--- src/occ_pkg.sv ---
// Overview of operation
// - Eight clock modes from 3-bit field
// - External clock mode: pin in, out free
// - RC mode drives RC clock over four
// - RC IO mode: out pin is I/O
// - Internal divided_clock_output mode: system clock over four
// - Internal IO mode frees both pins
// - Crystal modes count 1024 input cycles
// - Execution halted while counter runs, unless two-speed start-up is on
// - No start-up count in external clock
// - Static logic: stopped clock keeps state
// - Frequency field resets to 110
// - Bit 3 shows configured source running
// - Start-up status reset value follows config
// - Bit 2 shows high oscillator stable
// - Bit 1 shows low oscillator stable
// - Bit 0 selects internal or configured
// - Bit 7 reads zero
// - Fail-safe falls back to internal
// - Switch delays per target source
// - Two internal oscillators, high and low
// - Crystal modes set amplifier gain
// - Reset clears system clock select
// - Switch waits low, joins at rise
package occ_pkg;
  // ---------------------------------------------
  // Register map
  // ---------------------------------------------
  localparam logic [3:0] OFS_CTRL = 4'h0;
  localparam logic [3:0] OFS_STAT = 4'h4;
  localparam int         BIT_SCS  = 0;
  localparam int         BIT_LTS  = 1;
  localparam int         BIT_HTS  = 2;
  localparam int         BIT_STARTUP_TIMEOUT_STATUS = 3;
  localparam int         FRQ_LO   = 4;
  localparam logic [2:0] FRQ_RST  = 3'h6;
  localparam logic [2:0] FRQ_LF   = 3'h0;
  localparam logic [1:0] RESP_OK  = 2'h0;
  localparam logic [1:0] RESP_DEC = 2'h3;
  // ---------------------------------------------
  // Clock modes and sources
  // ---------------------------------------------
  typedef enum logic [2:0] {
    MODE_EXT   = 3'h0,
    MODE_LOWX  = 3'h1,
    MODE_MIDX  = 3'h2,
    MODE_HIGHX = 3'h3,
    MODE_RC    = 3'h4,
    MODE_RC_NETWORK_IO_MODE  = 3'h5,
    MODE_INTCK = 3'h6,
    MODE_INTIO = 3'h7
  } occ_mode_t;
  typedef enum logic [1:0] {
    SRC_EXT = 2'h0,
    SRC_HF  = 2'h1,
    SRC_LF  = 2'h2
  } occ_src_t;
  typedef enum logic [2:0] {
    SW_RUN  = 3'b001,
    SW_LOW  = 3'b010,
    SW_NEW  = 3'b100
  } occ_sw_t;
  // ---------------------------------------------
  // Timing
  // ---------------------------------------------
  localparam int CLK_HZ        = 10_000_000;
  localparam int STARTUP_EDGES = 1024;
  localparam int EXT_POR_EDGES = 2;
  localparam int EXT_LF_EDGES  = 1;
  localparam int HF_SWITCH_NS  = 1000;
  localparam int HF_SWITCH_CYC =
    (HF_SWITCH_NS * (CLK_HZ / 1_000_000) + 999) / 1000;
endpackage

--- src/occ_top.sv ---
`timescale 1ns/10ps
module occ_top #(
  parameter int LF_HALF_CYC = 161,
  parameter int HF_HALF_CYC = 1,
  parameter int WARM_CYC    = 8,
  parameter int FAIL_CYC    = 4096
) (
  input  wire logic             I_CLK,
  input  wire logic             I_RST_N,
  input  wire occ_pkg::occ_mode_t I_CLK_MODE,
  input  wire logic             I_TWO_SPEED_EN,
  input  wire logic             I_FAIL_SAFE_EN,
  input  wire logic             I_POWER_UP_TIMER_EN,
  input  wire logic             I_POWER_UP_TIMER_DONE,
  input  wire logic             I_WAKE,
  input  wire logic             I_OSC_IN,
  output logic                  O_OSC_OUT,
  output logic                  O_OSC_OUT_OE,
  output logic                  O_OSC_IN_GPIO,
  output logic                  O_OSC_OUT_GPIO,
  output logic [1:0]            O_AMP_GAIN,
  output logic                  O_SYS_CLK,
  output logic                  O_SYS_CLK_EN,
  output logic                  O_CPU_RUN,
  input  wire logic [3:0]       S_AXI_AWADDR,
  input  wire logic             S_AXI_AWVALID,
  output logic                  S_AXI_AWREADY,
  input  wire logic [31:0]      S_AXI_WDATA,
  input  wire logic [3:0]       S_AXI_WSTRB,
  input  wire logic             S_AXI_WVALID,
  output logic                  S_AXI_WREADY,
  output logic [1:0]            S_AXI_BRESP,
  output logic                  S_AXI_BVALID,
  input  wire logic             S_AXI_BREADY,
  input  wire logic [3:0]       S_AXI_ARADDR,
  input  wire logic             S_AXI_ARVALID,
  output logic                  S_AXI_ARREADY,
  output logic [31:0]           S_AXI_RDATA,
  output logic [1:0]            S_AXI_RRESP,
  output logic                  S_AXI_RVALID,
  input  wire logic             S_AXI_RREADY
);
  import occ_pkg::*;

  // ---------------------------------------------
  // Pin synchroniser and edges
  // ---------------------------------------------
  logic       pin_s1_reg;
  logic       pin_s2_reg;
  logic       pin_d_reg;
  logic       ext_rise;
  always_ff @(posedge I_CLK or negedge I_RST_N) begin
    if (!I_RST_N) begin
      pin_s1_reg <= 1'b0;
      pin_s2_reg <= 1'b0;
      pin_d_reg  <= 1'b0;
    end else begin
      pin_s1_reg <= I_OSC_IN;
      pin_s2_reg <= pin_s1_reg;
      pin_d_reg  <= pin_s2_reg;
    end
  end
  assign ext_rise = pin_s2_reg & ~pin_d_reg;

  // ---------------------------------------------
  // Mode decode
  // ---------------------------------------------
  wire crystal  = (I_CLK_MODE == MODE_LOWX) | (I_CLK_MODE == MODE_MIDX) |
                  (I_CLK_MODE == MODE_HIGHX);
  wire int_mode = (I_CLK_MODE == MODE_INTCK) |
                  (I_CLK_MODE == MODE_INTIO);
  wire ext_mode = ~int_mode;

  // ---------------------------------------------
  // Registers
  // ---------------------------------------------
  logic [2:0] frq_reg;
  logic       scs_reg;
  logic       fail_reg;
  logic       boot_reg;

  // ---------------------------------------------
  // Internal oscillators
  // ---------------------------------------------
  logic [8:0] lf_cnt_reg;
  logic       lf_lvl_reg;
  logic [3:0] hf_cnt_reg;
  logic       hf_lvl_reg;
  logic [6:0] post_reg;
  logic [3:0] hf_warm_reg;
  logic [3:0] lf_warm_reg;
  occ_src_t   cur_reg;
  occ_src_t   tgt_src;
  logic       busy_reg;
  wire int_sel  = scs_reg | fail_reg | int_mode |
                  (busy_reg & I_TWO_SPEED_EN & crystal);
  wire [1:0] int_src = (frq_reg == FRQ_LF) ? SRC_LF : SRC_HF;
  assign tgt_src = int_sel ? occ_src_t'(int_src) : SRC_EXT;
  wire hf_on    = (tgt_src == SRC_HF) | (cur_reg == SRC_HF);
  wire lf_on    = (tgt_src == SRC_LF) | (cur_reg == SRC_LF) |
                  I_FAIL_SAFE_EN | I_POWER_UP_TIMER_EN;
  wire hf_stab  = hf_on & (hf_warm_reg == 4'(WARM_CYC));
  wire lf_stab  = lf_on & (lf_warm_reg == 4'(WARM_CYC));
  wire lf_wrap  = (lf_cnt_reg == 9'(LF_HALF_CYC - 1));
  wire hf_wrap  = (hf_cnt_reg == 4'(HF_HALF_CYC - 1));
  wire hf_rise  = hf_wrap & ~hf_lvl_reg;
  // Postscaler: field 111 is the base, each step down halves
  wire [7:0] post_taps = {post_reg, hf_lvl_reg};
  wire       hf_level  = post_taps[3'h7 - frq_reg];

  always_ff @(posedge I_CLK or negedge I_RST_N) begin
    if (!I_RST_N) begin
      lf_cnt_reg <= '0;
      lf_lvl_reg <= 1'b0;
      hf_cnt_reg <= '0;
      hf_lvl_reg <= 1'b0;
      post_reg   <= '0;
    end else begin
      lf_cnt_reg <= (lf_wrap | ~lf_on) ? '0 : lf_cnt_reg + 9'h001;
      lf_lvl_reg <= lf_on & (lf_lvl_reg ^ lf_wrap);
      hf_cnt_reg <= (hf_wrap | ~hf_on) ? '0 : hf_cnt_reg + 4'h1;
      hf_lvl_reg <= hf_on & (hf_lvl_reg ^ hf_wrap);
      if (hf_rise) begin
        post_reg <= post_reg - 7'h01;
      end
    end
  end

  always_ff @(posedge I_CLK or negedge I_RST_N) begin
    if (!I_RST_N) begin
      hf_warm_reg <= '0;
      lf_warm_reg <= '0;
    end else begin
      hf_warm_reg <= !hf_on ? '0 : hf_warm_reg + 4'(!hf_stab);
      lf_warm_reg <= !lf_on ? '0 : lf_warm_reg + 4'(!lf_stab);
    end
  end

  // ---------------------------------------------
  // Start-up counter
  // ---------------------------------------------
  logic [10:0] st_cnt_reg;
  logic        por_reg;
  wire st_go   = crystal & ((por_reg & ~I_POWER_UP_TIMER_EN) |
                 (I_POWER_UP_TIMER_EN & I_POWER_UP_TIMER_DONE) | I_WAKE);
  always_ff @(posedge I_CLK or negedge I_RST_N) begin
    if (!I_RST_N) begin
      por_reg    <= 1'b1;
      busy_reg   <= 1'b0;
      st_cnt_reg <= '0;
    end else begin
      por_reg <= 1'b0;
      if (st_go) begin
        busy_reg   <= 1'b1;
        st_cnt_reg <= '0;
      end else if (busy_reg & ext_rise) begin
        st_cnt_reg <= st_cnt_reg + 11'h001;
        busy_reg   <= (st_cnt_reg != 11'(STARTUP_EDGES - 1));
      end
      if (!crystal) begin
        busy_reg <= 1'b0;
      end
    end
  end

  // ---------------------------------------------
  // Fail-safe monitor
  // ---------------------------------------------
  logic [12:0] fs_cnt_reg;
  wire fs_watch = I_FAIL_SAFE_EN & ext_mode & (cur_reg == SRC_EXT);
  wire fs_trip  = fs_watch & (fs_cnt_reg == 13'(FAIL_CYC - 1));
  always_ff @(posedge I_CLK or negedge I_RST_N) begin
    if (!I_RST_N) begin
      fs_cnt_reg <= '0;
    end else begin
      fs_cnt_reg <= (!fs_watch | ext_rise | fs_trip) ? '0 :
                    fs_cnt_reg + 13'h0001;
    end
  end

  // ---------------------------------------------
  // Clock switch sequencer
  // ---------------------------------------------
  occ_sw_t     sw_reg;
  logic [3:0]  dly_reg;
  logic        sys_reg;
  logic        from_por_reg;
  logic        src_lvl;
  logic        tgt_lvl;
  logic        tgt_rise;
  logic        tgt_prev_reg;
  always_comb begin
    case (cur_reg)
      SRC_HF:  src_lvl = hf_level;
      SRC_LF:  src_lvl = lf_lvl_reg;
      default: src_lvl = pin_s2_reg;
    endcase
    case (tgt_src)
      SRC_HF:  tgt_lvl = hf_level;
      SRC_LF:  tgt_lvl = lf_lvl_reg;
      default: tgt_lvl = pin_s2_reg;
    endcase
  end
  assign tgt_rise = tgt_lvl & ~tgt_prev_reg;
  wire tgt_ok    = (tgt_src == SRC_EXT) |
                   ((tgt_src == SRC_HF) ? hf_stab : lf_stab);
  // Delay count for the new source: HF counts I_CLK cycles, others their own rising edges
  wire [3:0] dly_init =
    (tgt_src == SRC_HF)  ? 4'(HF_SWITCH_CYC) :
    (tgt_src == SRC_EXT & ~from_por_reg & cur_reg == SRC_LF) ?
                           4'(EXT_LF_EDGES) :
    (tgt_src == SRC_EXT) ? 4'(EXT_POR_EDGES) : 4'h1;
  wire dly_step  = (tgt_src == SRC_HF) ? 1'b1 : tgt_rise;

  always_ff @(posedge I_CLK or negedge I_RST_N) begin
    if (!I_RST_N) begin
      sw_reg       <= SW_LOW;
      cur_reg      <= SRC_EXT;
      dly_reg      <= '0;
      from_por_reg <= 1'b1;
      tgt_prev_reg <= 1'b0;
    end else begin
      tgt_prev_reg <= tgt_lvl;
      case (sw_reg)
        SW_RUN: begin
          if (tgt_src != cur_reg) begin
            sw_reg <= SW_LOW;
          end
        end
        SW_LOW: begin
          if (!src_lvl | fail_reg) begin
            sw_reg  <= SW_NEW;
            dly_reg <= dly_init;
          end
        end
        SW_NEW: begin
          if (tgt_ok & dly_step & (dly_reg != 4'h0)) begin
            dly_reg <= dly_reg - 4'h1;
          end else if (tgt_ok & tgt_rise & (dly_reg == 4'h0)) begin
            cur_reg      <= tgt_src;
            sw_reg       <= SW_RUN;
            from_por_reg <= 1'b0;
          end
        end
        default: sw_reg <= SW_LOW;
      endcase
      if (I_WAKE) begin
        from_por_reg <= 1'b1;
      end
    end
  end

  // System clock follows the old source until it goes low, then held low until the new source is joined
  wire sys_next = (sw_reg == SW_RUN) ? src_lvl :
                  (sw_reg == SW_LOW) ? (src_lvl & ~fail_reg) : 1'b0;
  logic sys_en_reg;
  always_ff @(posedge I_CLK or negedge I_RST_N) begin
    if (!I_RST_N) begin
      sys_reg    <= 1'b0;
      sys_en_reg <= 1'b0;
    end else begin
      sys_reg    <= sys_next;
      sys_en_reg <= sys_next & ~sys_reg;
    end
  end

  // ---------------------------------------------
  // Clock output pin
  // ---------------------------------------------
  logic [1:0] q_cnt_reg;
  logic       out_reg;
  wire  quarter_tick = (I_CLK_MODE == MODE_RC) ? ext_rise :
                       sys_en_reg;
  always_ff @(posedge I_CLK or negedge I_RST_N) begin
    if (!I_RST_N) begin
      q_cnt_reg <= '0;
      out_reg   <= 1'b0;
    end else if (crystal) begin
      out_reg <= ~pin_s2_reg;
    end else if (quarter_tick) begin
      q_cnt_reg <= q_cnt_reg + 2'h1;
      if (q_cnt_reg[0]) begin
        out_reg <= ~out_reg;
      end
    end
  end
  wire out_used = crystal | (I_CLK_MODE == MODE_RC) |
                  (I_CLK_MODE == MODE_INTCK);
  assign O_OSC_OUT      = out_reg;
  assign O_OSC_OUT_OE   = out_used;
  assign O_OSC_OUT_GPIO = ~out_used;
  assign O_OSC_IN_GPIO  = int_mode;
  assign O_AMP_GAIN     = crystal ? I_CLK_MODE[1:0] : 2'h0;
  assign O_SYS_CLK      = sys_reg;
  assign O_SYS_CLK_EN   = sys_en_reg;
  assign O_CPU_RUN      = ~busy_reg | I_TWO_SPEED_EN;

  // ---------------------------------------------
  // AXI4-Lite slave
  // ---------------------------------------------
  logic       aw_have_reg;
  logic       w_have_reg;
  logic [3:0] aw_addr_reg;
  logic [7:0] w_data_reg;
  logic       w_strb_reg;
  logic       bvalid_reg;
  logic [1:0] bresp_reg;
  logic       rvalid_reg;
  logic [31:0] rdata_reg;
  logic [1:0] rresp_reg;
  wire aw_take = S_AXI_AWVALID & S_AXI_AWREADY;
  wire w_take  = S_AXI_WVALID & S_AXI_WREADY;
  wire do_wr   = aw_have_reg & w_have_reg & ~bvalid_reg;
  wire wr_ctrl = do_wr & (aw_addr_reg == OFS_CTRL) & w_strb_reg;
  wire wr_stat = do_wr & (aw_addr_reg == OFS_STAT) & w_strb_reg;
  wire wr_ok   = (aw_addr_reg == OFS_CTRL) | (aw_addr_reg == OFS_STAT);
  wire ar_take = S_AXI_ARVALID & S_AXI_ARREADY;
  wire boot_st = ~(I_TWO_SPEED_EN & crystal | I_FAIL_SAFE_EN);
  wire startup_timeout_status    = boot_reg ? boot_st :
                 (cur_reg == SRC_EXT) & (sw_reg == SW_RUN);
  wire [7:0] ctrl_rd = {1'b0, frq_reg, startup_timeout_status, hf_stab,
                        lf_stab, scs_reg};
  wire [7:0] stat_rd = {4'h0, busy_reg, cur_reg, fail_reg};
  wire [31:0] rd_mux = (S_AXI_ARADDR == OFS_CTRL) ? {24'h0, ctrl_rd} :
                       (S_AXI_ARADDR == OFS_STAT) ? {24'h0, stat_rd} :
                       32'h0;
  wire rd_ok   = (S_AXI_ARADDR == OFS_CTRL) | (S_AXI_ARADDR == OFS_STAT);
  assign S_AXI_AWREADY = ~aw_have_reg;
  assign S_AXI_WREADY  = ~w_have_reg;
  assign S_AXI_BVALID  = bvalid_reg;
  assign S_AXI_BRESP   = bresp_reg;
  assign S_AXI_ARREADY = ~rvalid_reg;
  assign S_AXI_RVALID  = rvalid_reg;
  assign S_AXI_RDATA   = rdata_reg;
  assign S_AXI_RRESP   = rresp_reg;

  always_ff @(posedge I_CLK or negedge I_RST_N) begin
    if (!I_RST_N) begin
      aw_have_reg <= 1'b0;
      w_have_reg  <= 1'b0;
      aw_addr_reg <= '0;
      w_data_reg  <= '0;
      w_strb_reg  <= 1'b0;
      bvalid_reg  <= 1'b0;
      bresp_reg   <= RESP_OK;
    end else begin
      if (aw_take) begin
        aw_have_reg <= 1'b1;
        aw_addr_reg <= S_AXI_AWADDR;
      end
      if (w_take) begin
        w_have_reg <= 1'b1;
        w_data_reg <= S_AXI_WDATA[7:0];
        w_strb_reg <= S_AXI_WSTRB[0];
      end
      if (do_wr) begin
        bvalid_reg  <= 1'b1;
        bresp_reg   <= wr_ok ? RESP_OK : RESP_DEC;
        aw_have_reg <= 1'b0;
        w_have_reg  <= 1'b0;
      end else if (bvalid_reg & S_AXI_BREADY) begin
        bvalid_reg <= 1'b0;
      end
    end
  end

  always_ff @(posedge I_CLK or negedge I_RST_N) begin
    if (!I_RST_N) begin
      rvalid_reg <= 1'b0;
      rdata_reg  <= '0;
      rresp_reg  <= RESP_OK;
    end else if (ar_take) begin
      rvalid_reg <= 1'b1;
      rdata_reg  <= rd_mux;
      rresp_reg  <= rd_ok ? RESP_OK : RESP_DEC;
    end else if (rvalid_reg & S_AXI_RREADY) begin
      rvalid_reg <= 1'b0;
    end
  end

  // Control fields; status bits are not written, except the fail bit, cleared by writing 1 to status bit 0
  always_ff @(posedge I_CLK or negedge I_RST_N) begin
    if (!I_RST_N) begin
      frq_reg  <= FRQ_RST;
      scs_reg  <= 1'b0;
      fail_reg <= 1'b0;
      boot_reg <= 1'b1;
    end else begin
      if (wr_ctrl) begin
        frq_reg <= w_data_reg[FRQ_LO +: 3];
        scs_reg <= w_data_reg[BIT_SCS];
      end
      if (fs_trip) begin
        fail_reg <= 1'b1;
      end else if (wr_stat & w_data_reg[0]) begin
        fail_reg <= 1'b0;
      end
      if ((sw_reg == SW_RUN) & ~busy_reg & ~por_reg) begin
        boot_reg <= 1'b0;
      end
    end
  end
endmodule // occ_top

--- config.mk ---
export PLATFORM = sky130hd
export DESIGN_NAME = occ_top
export DESIGN_NICKNAME = d
export VERILOG_FILES = /design/src/occ_pkg.sv /design/src/occ_top.sv
export SDC_FILE = /design/constraint.sdc
export NUM_CORES = 1
export LEC_CHECK = 0
export BUFFER_PORTS_ARGS = -buffer_cell sky130_fd_sc_hd__buf_2
export CAP_MARGIN = 40
export CELL_PAD_IN_SITES_DETAIL_PLACEMENT = 0
export CELL_PAD_IN_SITES_GLOBAL_PLACEMENT = 1
export CORE_AREA = 2 2 103 205
export CTS_BUF_LIST = sky130_fd_sc_hd__clkbuf_4 sky130_fd_sc_hd__clkbuf_8
export CTS_CLUSTER_DIAMETER = 120
export DETAILED_ROUTE_END_ITERATION = 10
export DIE_AREA = 0 0 105 207
export PLACE_DENSITY_LB_ADDON = 0.05
export SYNTH_ARGS = -nofsm -noshare
export SYNTH_HDL_FRONTEND = slang
export SYNTH_SLANG_ARGS = --single-unit
export TNS_END_PERCENT = 5
--- constraint.sdc ---
create_clock -name I_CLK -period 2.6 [get_ports I_CLK]
set_input_delay 0.26 -clock I_CLK [delete_from_list [all_inputs] [get_ports I_CLK]]
set_output_delay 0.26 -clock I_CLK [all_outputs]
set_load 0.005 [all_outputs]
Word level (Yosys, flattened, before mapping). Index checks and enable logic that the tools add are counted.

Register bits after elaboration: 133. Bits in latches: 0. RAM bits: 0. ROM bits: 0. Input bits: 60. Output and inout port bits: 50. Logic and storage cells: 248. Memories: 0.

Add/subtract/negate cells: 10. $mul: 0. Divide/modulo/power cells: 0. Order comparisons: 1. Eq/ne operators: 28. Shifts and indexed selects: 0. Muxes and demuxes: 55. Bitwise gates (word level): 88. Reductions and logical operators: 29.

Operators with widths (count): AND 1 bit (40); 2-to-1 mux 4 bit (7); 2-to-1 mux 1 bit (27); OR 1 bit (24); 2-to-1 mux 11 bit (2); inverter 1 bit (22); nonzero test 2 bit (11); zero test 4 bit (4); 2-to-1 mux 2 bit (7); adder 13 x 1 -> 13 bit, second input constant (1); equality test 13 x 12 -> 1 bit, second input constant (1); 2-to-1 mux 13 bit (1); equality test 3 bit, second input constant (4); 2-to-1 mux 3 bit (4); != test 2 bit, second input constant (6); adder 11 x 1 -> 11 bit, second input constant (1); != test 11 x 10 -> 1 bit, second input constant (1); adder 9 x 1 -> 9 bit, second input constant (1); equality test 3 x 2 -> 1 bit, second input constant (3); equality test 9 x 8 -> 1 bit, second input constant (1); 2-to-1 mux 9 bit (1); one-hot mux 3 bit (3 select lines) (1); AND reduction 3 bit (3); adder 4 x 1 -> 4 bit (2); other kinds (24) (36).

Depth between registers and ports, before layout.
Depth after elaboration: 19. Depth in mapped cells: 8.

Least setup slack after synthesis. OpenSTA, ideal clock, no wires.

Path kind: register to register. Start: register hf_cnt_reg[0]. End: register post_reg[6]. Arrival time: 1941 ps. Required time: 2521 ps. Path slack: 580 ps. Cell stages (with the launch flop): 9. Clock period less this slack: 2020 ps. Path through: dfrtp_1 inv_1 ha_1 nor3b_1 ha_1 nand2_1 or3_1 nor3_1 xor2_1.

Word-level cells in the longest chain between the ends: 2.

Ends and longest elaborated chain: start: declaration (line occ_top.sv:87) `logic [3:0] hf_cnt_reg;`; start signal: assignment (line occ_top.sv:121) `hf_cnt_reg <= (hf_wrap | ~hf_on) ? '0 : hf_cnt_reg + 4'h1;`; zero test 4 bit (line occ_top.sv:105) `wire hf_wrap = (hf_cnt_reg == 4'(HF_HALF_CYC - 1));`; AND 1 bit (line occ_top.sv:106) `wire hf_rise = hf_wrap & ~hf_lvl_reg;`; net hf_rise (line occ_top.sv:106); end signal: assignment (line occ_top.sv:124) `post_reg <= post_reg - 7'h01;`; end: declaration (line occ_top.sv:89) `logic [6:0] post_reg;`.

The timed path passes the listed nets, and every way through them passes these cells. A chain may end at the register's enable or synchronous reset.

Worst setup path in the final report.
Start: register fail_reg. End: register lf_warm_reg[1].

Word-level cells in the longest chain between the ends: 12.

Ends and longest elaborated chain: start: declaration (line occ_top.sv:79) `logic fail_reg;`; start signal: assignment (line occ_top.sv:386) `fail_reg <= 1'b0;`; start signal: assignment (line occ_top.sv:394) `fail_reg <= 1'b1;`; start signal: assignment (line occ_top.sv:396) `fail_reg <= 1'b0;`; OR 1 bit (*) (3 in a row) (line occ_top.sv:95) `wire int_sel = scs_reg | fail_reg | int_mode |`; 2-to-1 mux 2 bit (*) (line occ_top.sv:98) `assign tgt_src = int_sel ? occ_src_t'(int_src) : SRC_EXT;`; equality test 2 bit (*) (line occ_top.sv:100) `wire lf_on = (tgt_src == SRC_LF) | (cur_reg == SRC_LF) |`; OR 1 bit (*) (2 in a row) (line occ_top.sv:100); OR 1 bit (*) (line occ_top.sv:101) `I_FAIL_SAFE_EN | I_POWER_UP_TIMER_EN;`; AND 1 bit (line occ_top.sv:103) `wire lf_stab = lf_on & (lf_warm_reg == 4'(WARM_CYC));`; zero test 1 bit (line occ_top.sv:135) `lf_warm_reg <= !lf_on ? '0 : lf_warm_reg + 4'(!lf_stab);`; adder 4 x 1 -> 4 bit (line occ_top.sv:135); 2-to-1 mux 4 bit (*) (line occ_top.sv:135); end signal: assignment (line occ_top.sv:135); end: declaration (line occ_top.sv:91) `logic [3:0] lf_warm_reg;`.

Every way passes the cells marked *; elsewhere a longest branch is shown, timed or not.

==> results.cfg <==
[clocking]
cts_made_buffers = 9
cts_setup_buffers = 0
cts_resized = 0
cts_tree = built
cts_num_sinks = 102
clk_latency_ps = 390
clockBufferDepth = 2
cts_max_level = 3
cts_root_buf = clkbuf_8
clk_pin_slew_ps = 110

[critical_path]
r2r-start = fail_reg$_DFFE_PN0P_
crit_chain = a211oi_2 -> o21ai_2 -> a2111oi_4 -> nand2b_1 -> ha_1 -> ha_1 -> and2b_1
rrSetupSlack_ps = 380
worstRegToRegCells = 7
worst-path-max-fanout = 6
rr_endpoint = lf_warm_reg[1]$_DFF_PN0_
criticalPathCategory = reg -> reg
critPathMaxStageDelay_ps = 450
slowest_stage = dfrtp_1
worstPathRequired_ps = 2880
worstSetupStartpointType = register
critPathArrivalTime_ps = 2500
cp_common_cell = ha_1
end_kind = register
crit_path_start = fail_reg$_DFFE_PN0P_
setup.worst_path.end = lf_warm_reg[1]$_DFF_PN0_

[timing]
hold_slack_ps = 54.7
hold_viol = 0
min_period_ps = 2220
max_freq_mhz = 451
worst_slew_pin_slew_ps = 518
fin_skew_ps = 13.1
period_share_pct = 85.3
rsz0062_at_grt = false
fin_ws_ps = 381
max_slew_margin_pct = 65.5
setup-tns-final_ps = 0
slew_viol_final = 0
setup_viol = 0

[synth]
synth_ff_type = dfrtp_1
yosysSeqAreaShare_pct = 49.6
synth_edf_count = 0
async_reset_ff_share_pct = 100
synthCells = 492
synth_area_mm2 = 0.00516
avgSynthCellArea_um2 = 10.5
yosysUniqueCellTypes = 63
ys_seq_elements = 102
yosys_warnings = 0

[flow_run]
maxCapViolCount = 0

[place]
placed_cells = 814
place_congestion = 0.695
post-dp-hpwl_um = 8830
place_worst_setup_slack_ps = 386
port_buffers = 53

[floorplanning]
num_rows = 74
die_height_um = 207
fp.dieArea_mm2 = 0.0217
initial_utilization_pct = 25.6
die_w_um = 105
core_area_mm2 = 0.0202
pin_count = 110

[grt]
busiest_layer = met2
grt_pass1_vias = 3652
grt_pass1_wl_um = 20000
gr-total-overflow = 0
gr-usage-met3_pct = 2.42
antenna_found_initial = 0
met2_usage_pct = 18.4
grt_max_degree = 43
track_usage_pct = 11.9
use_met1_pct = 16.1

[finish]
multi_input_area_mm2 = 0.00237
regArea_mm2 = 0.00256
stdcell_count = 833
drive_gt1_share_pct = 20.3
fin_nets = 640
final_common_cell = dfrtp_1
nFillCells = 2212
largest_reg_flops = 13
insertedDiodeCount = 0
area_delta_synth_final_pct = 15.7
final_cell_mix = dfrtp_1, nor2_1, buf_2, nand2_1, conb_1

[power_and_ir_drop]
powerDensity_mw_per_mm2 = 883
vdd_drop_max_uv = 337
p_leak_nw = 2.76

[drt]
drtAntennaViolNets = 0
first_pass_iters = 4
drt-initial-drc-count = 157
drc = 0
avgRoutedWirePerCell_um = 14.4
viasPerCell = 4.21
via_count = 3505
routed_wl_um = 12000

[hold_path]
hp-class = in -> reg
whs_path_depth = 2

[run_status]
status = finished clean
## cells by family (layout without fill, tap and decap cells)
| family | count (synthesis) | in the layout | share of synthesized area [%] |
|---|---|---|---|
| AO/OA/AOI/OAI | 67 | 67 | 9.71 |
| XOR/XNOR | 39 | 39 | 6.61 |
| adder cells (fa/ha/maj) | 18 | 18 | 4.36 |
| buffers and inverters | 57 | 107 | 6.30 |
| flip-flops | 102 | 102 | 49.6 |
| multiplexers | 24 | 24 | 5.01 |
| other | 1 | 26 | 0.0726 |
| AND/OR/NAND/NOR | 184 | 184 | 18.4 |
## layout make-up
class,instances,area share [%]
clock buffer,10,2.30
multi-input combinational,358,39.7
timing repair buffer,68,6.70
sequential,102,42.8
tap,266,5.57
inverter,23,1.44
clock inverter,6,1.42
## metrics by stage
| stage | area, um2 | util, % | total power, W |
|---|---|---|---|
| after floorplan | 5260 | - | 0.00361 |
| after global placement | 5720 | 28.4 | 0.00421 |
| after detailed placement | 5720 | 28.4 | 0.00420 |
| after CTS | 5980 | 29.6 | 0.00541 |
| after global routing | 5980 | 29.6 | 0.00574 |
| final | 5980 | 29.6 | 0.00528 |
## critical path: cells and delay by family (launching register included)
kind	cells	cell delay (ps)
AO/OA/AOI/OAI	3	880
adder cells (fa/ha/maj)	2	430
flip-flops	1	450
AND/OR/NAND/NOR	2	370
## how the worst min path moves through the flow
stage                      start                        to  slack, ps
floorplan                I_RST_N     O_OSC_OUT$_DFFE_PN0P_        -40
global placement         I_RST_N   fs_cnt_reg[2]$_DFF_PN0_        270
detailed placement       I_RST_N   fs_cnt_reg[2]$_DFF_PN0_        270
CTS                 S_AXI_BREADY  S_AXI_BVALID$_DFFE_PN0P_         10
global route        S_AXI_BREADY  S_AXI_BVALID$_DFFE_PN0P_         30
finish              S_AXI_BREADY  S_AXI_BVALID$_DFFE_PN0P_         50
## power by group
part	internal [W]	total, W	switching [W]
clock network	0.000565	0.00115	0.000587
logic	0.000820	0.00175	0.000933
registers	0.00199	0.00237	0.000379
## per-layer routing
layer | part of all wire [%] | vias up
met2 | 47 | 40
met5 | 0 | -
li1 | - | 1760
met4 | 2.0 | 0
met1 | 48 | 1691
met3 | 2.6 | 14
## repair_timing
item                       4_1_cts  5_1_grt
setup endpoints to repair        0        0
hold buffers                     3        0
hold endpoints to repair        35        0
## cell usage after synthesis, types with 3 or more instances
cell type   n  area, um2
dfrtp_1    96       2400
nor2_1     58        218
nand2_1    36        135
buf_4      27        203
xor2_1     25        219
inv_1      23       86.3
ha_1       18        225
a21oi_1    15       75.1
mux2_2     14        158
xnor2_1    14        123
o21ai_0    13       65.1
nand3_1    12       60.1
and3_1     11       68.8
nor2b_1    10       62.6
mux2i_1     9       90.1
nor3_1      8       40.0
nand2b_1    7       43.8
a22o_1      6       52.6
dfstp_2     6        158
nand4_1     6       37.5
o21ai_1     6       30.0
nor3b_1     5       37.5
or3_1       5       31.3
and2_1      4       25.0
clkbuf_1    4       15.0
a211oi_1    3       22.5
and2b_1     3       22.5
nand3b_1    3       22.5
nor4_1      3       18.8
or2_2       3       18.8
No activity file was read; power rests on OpenSTA's default activity.
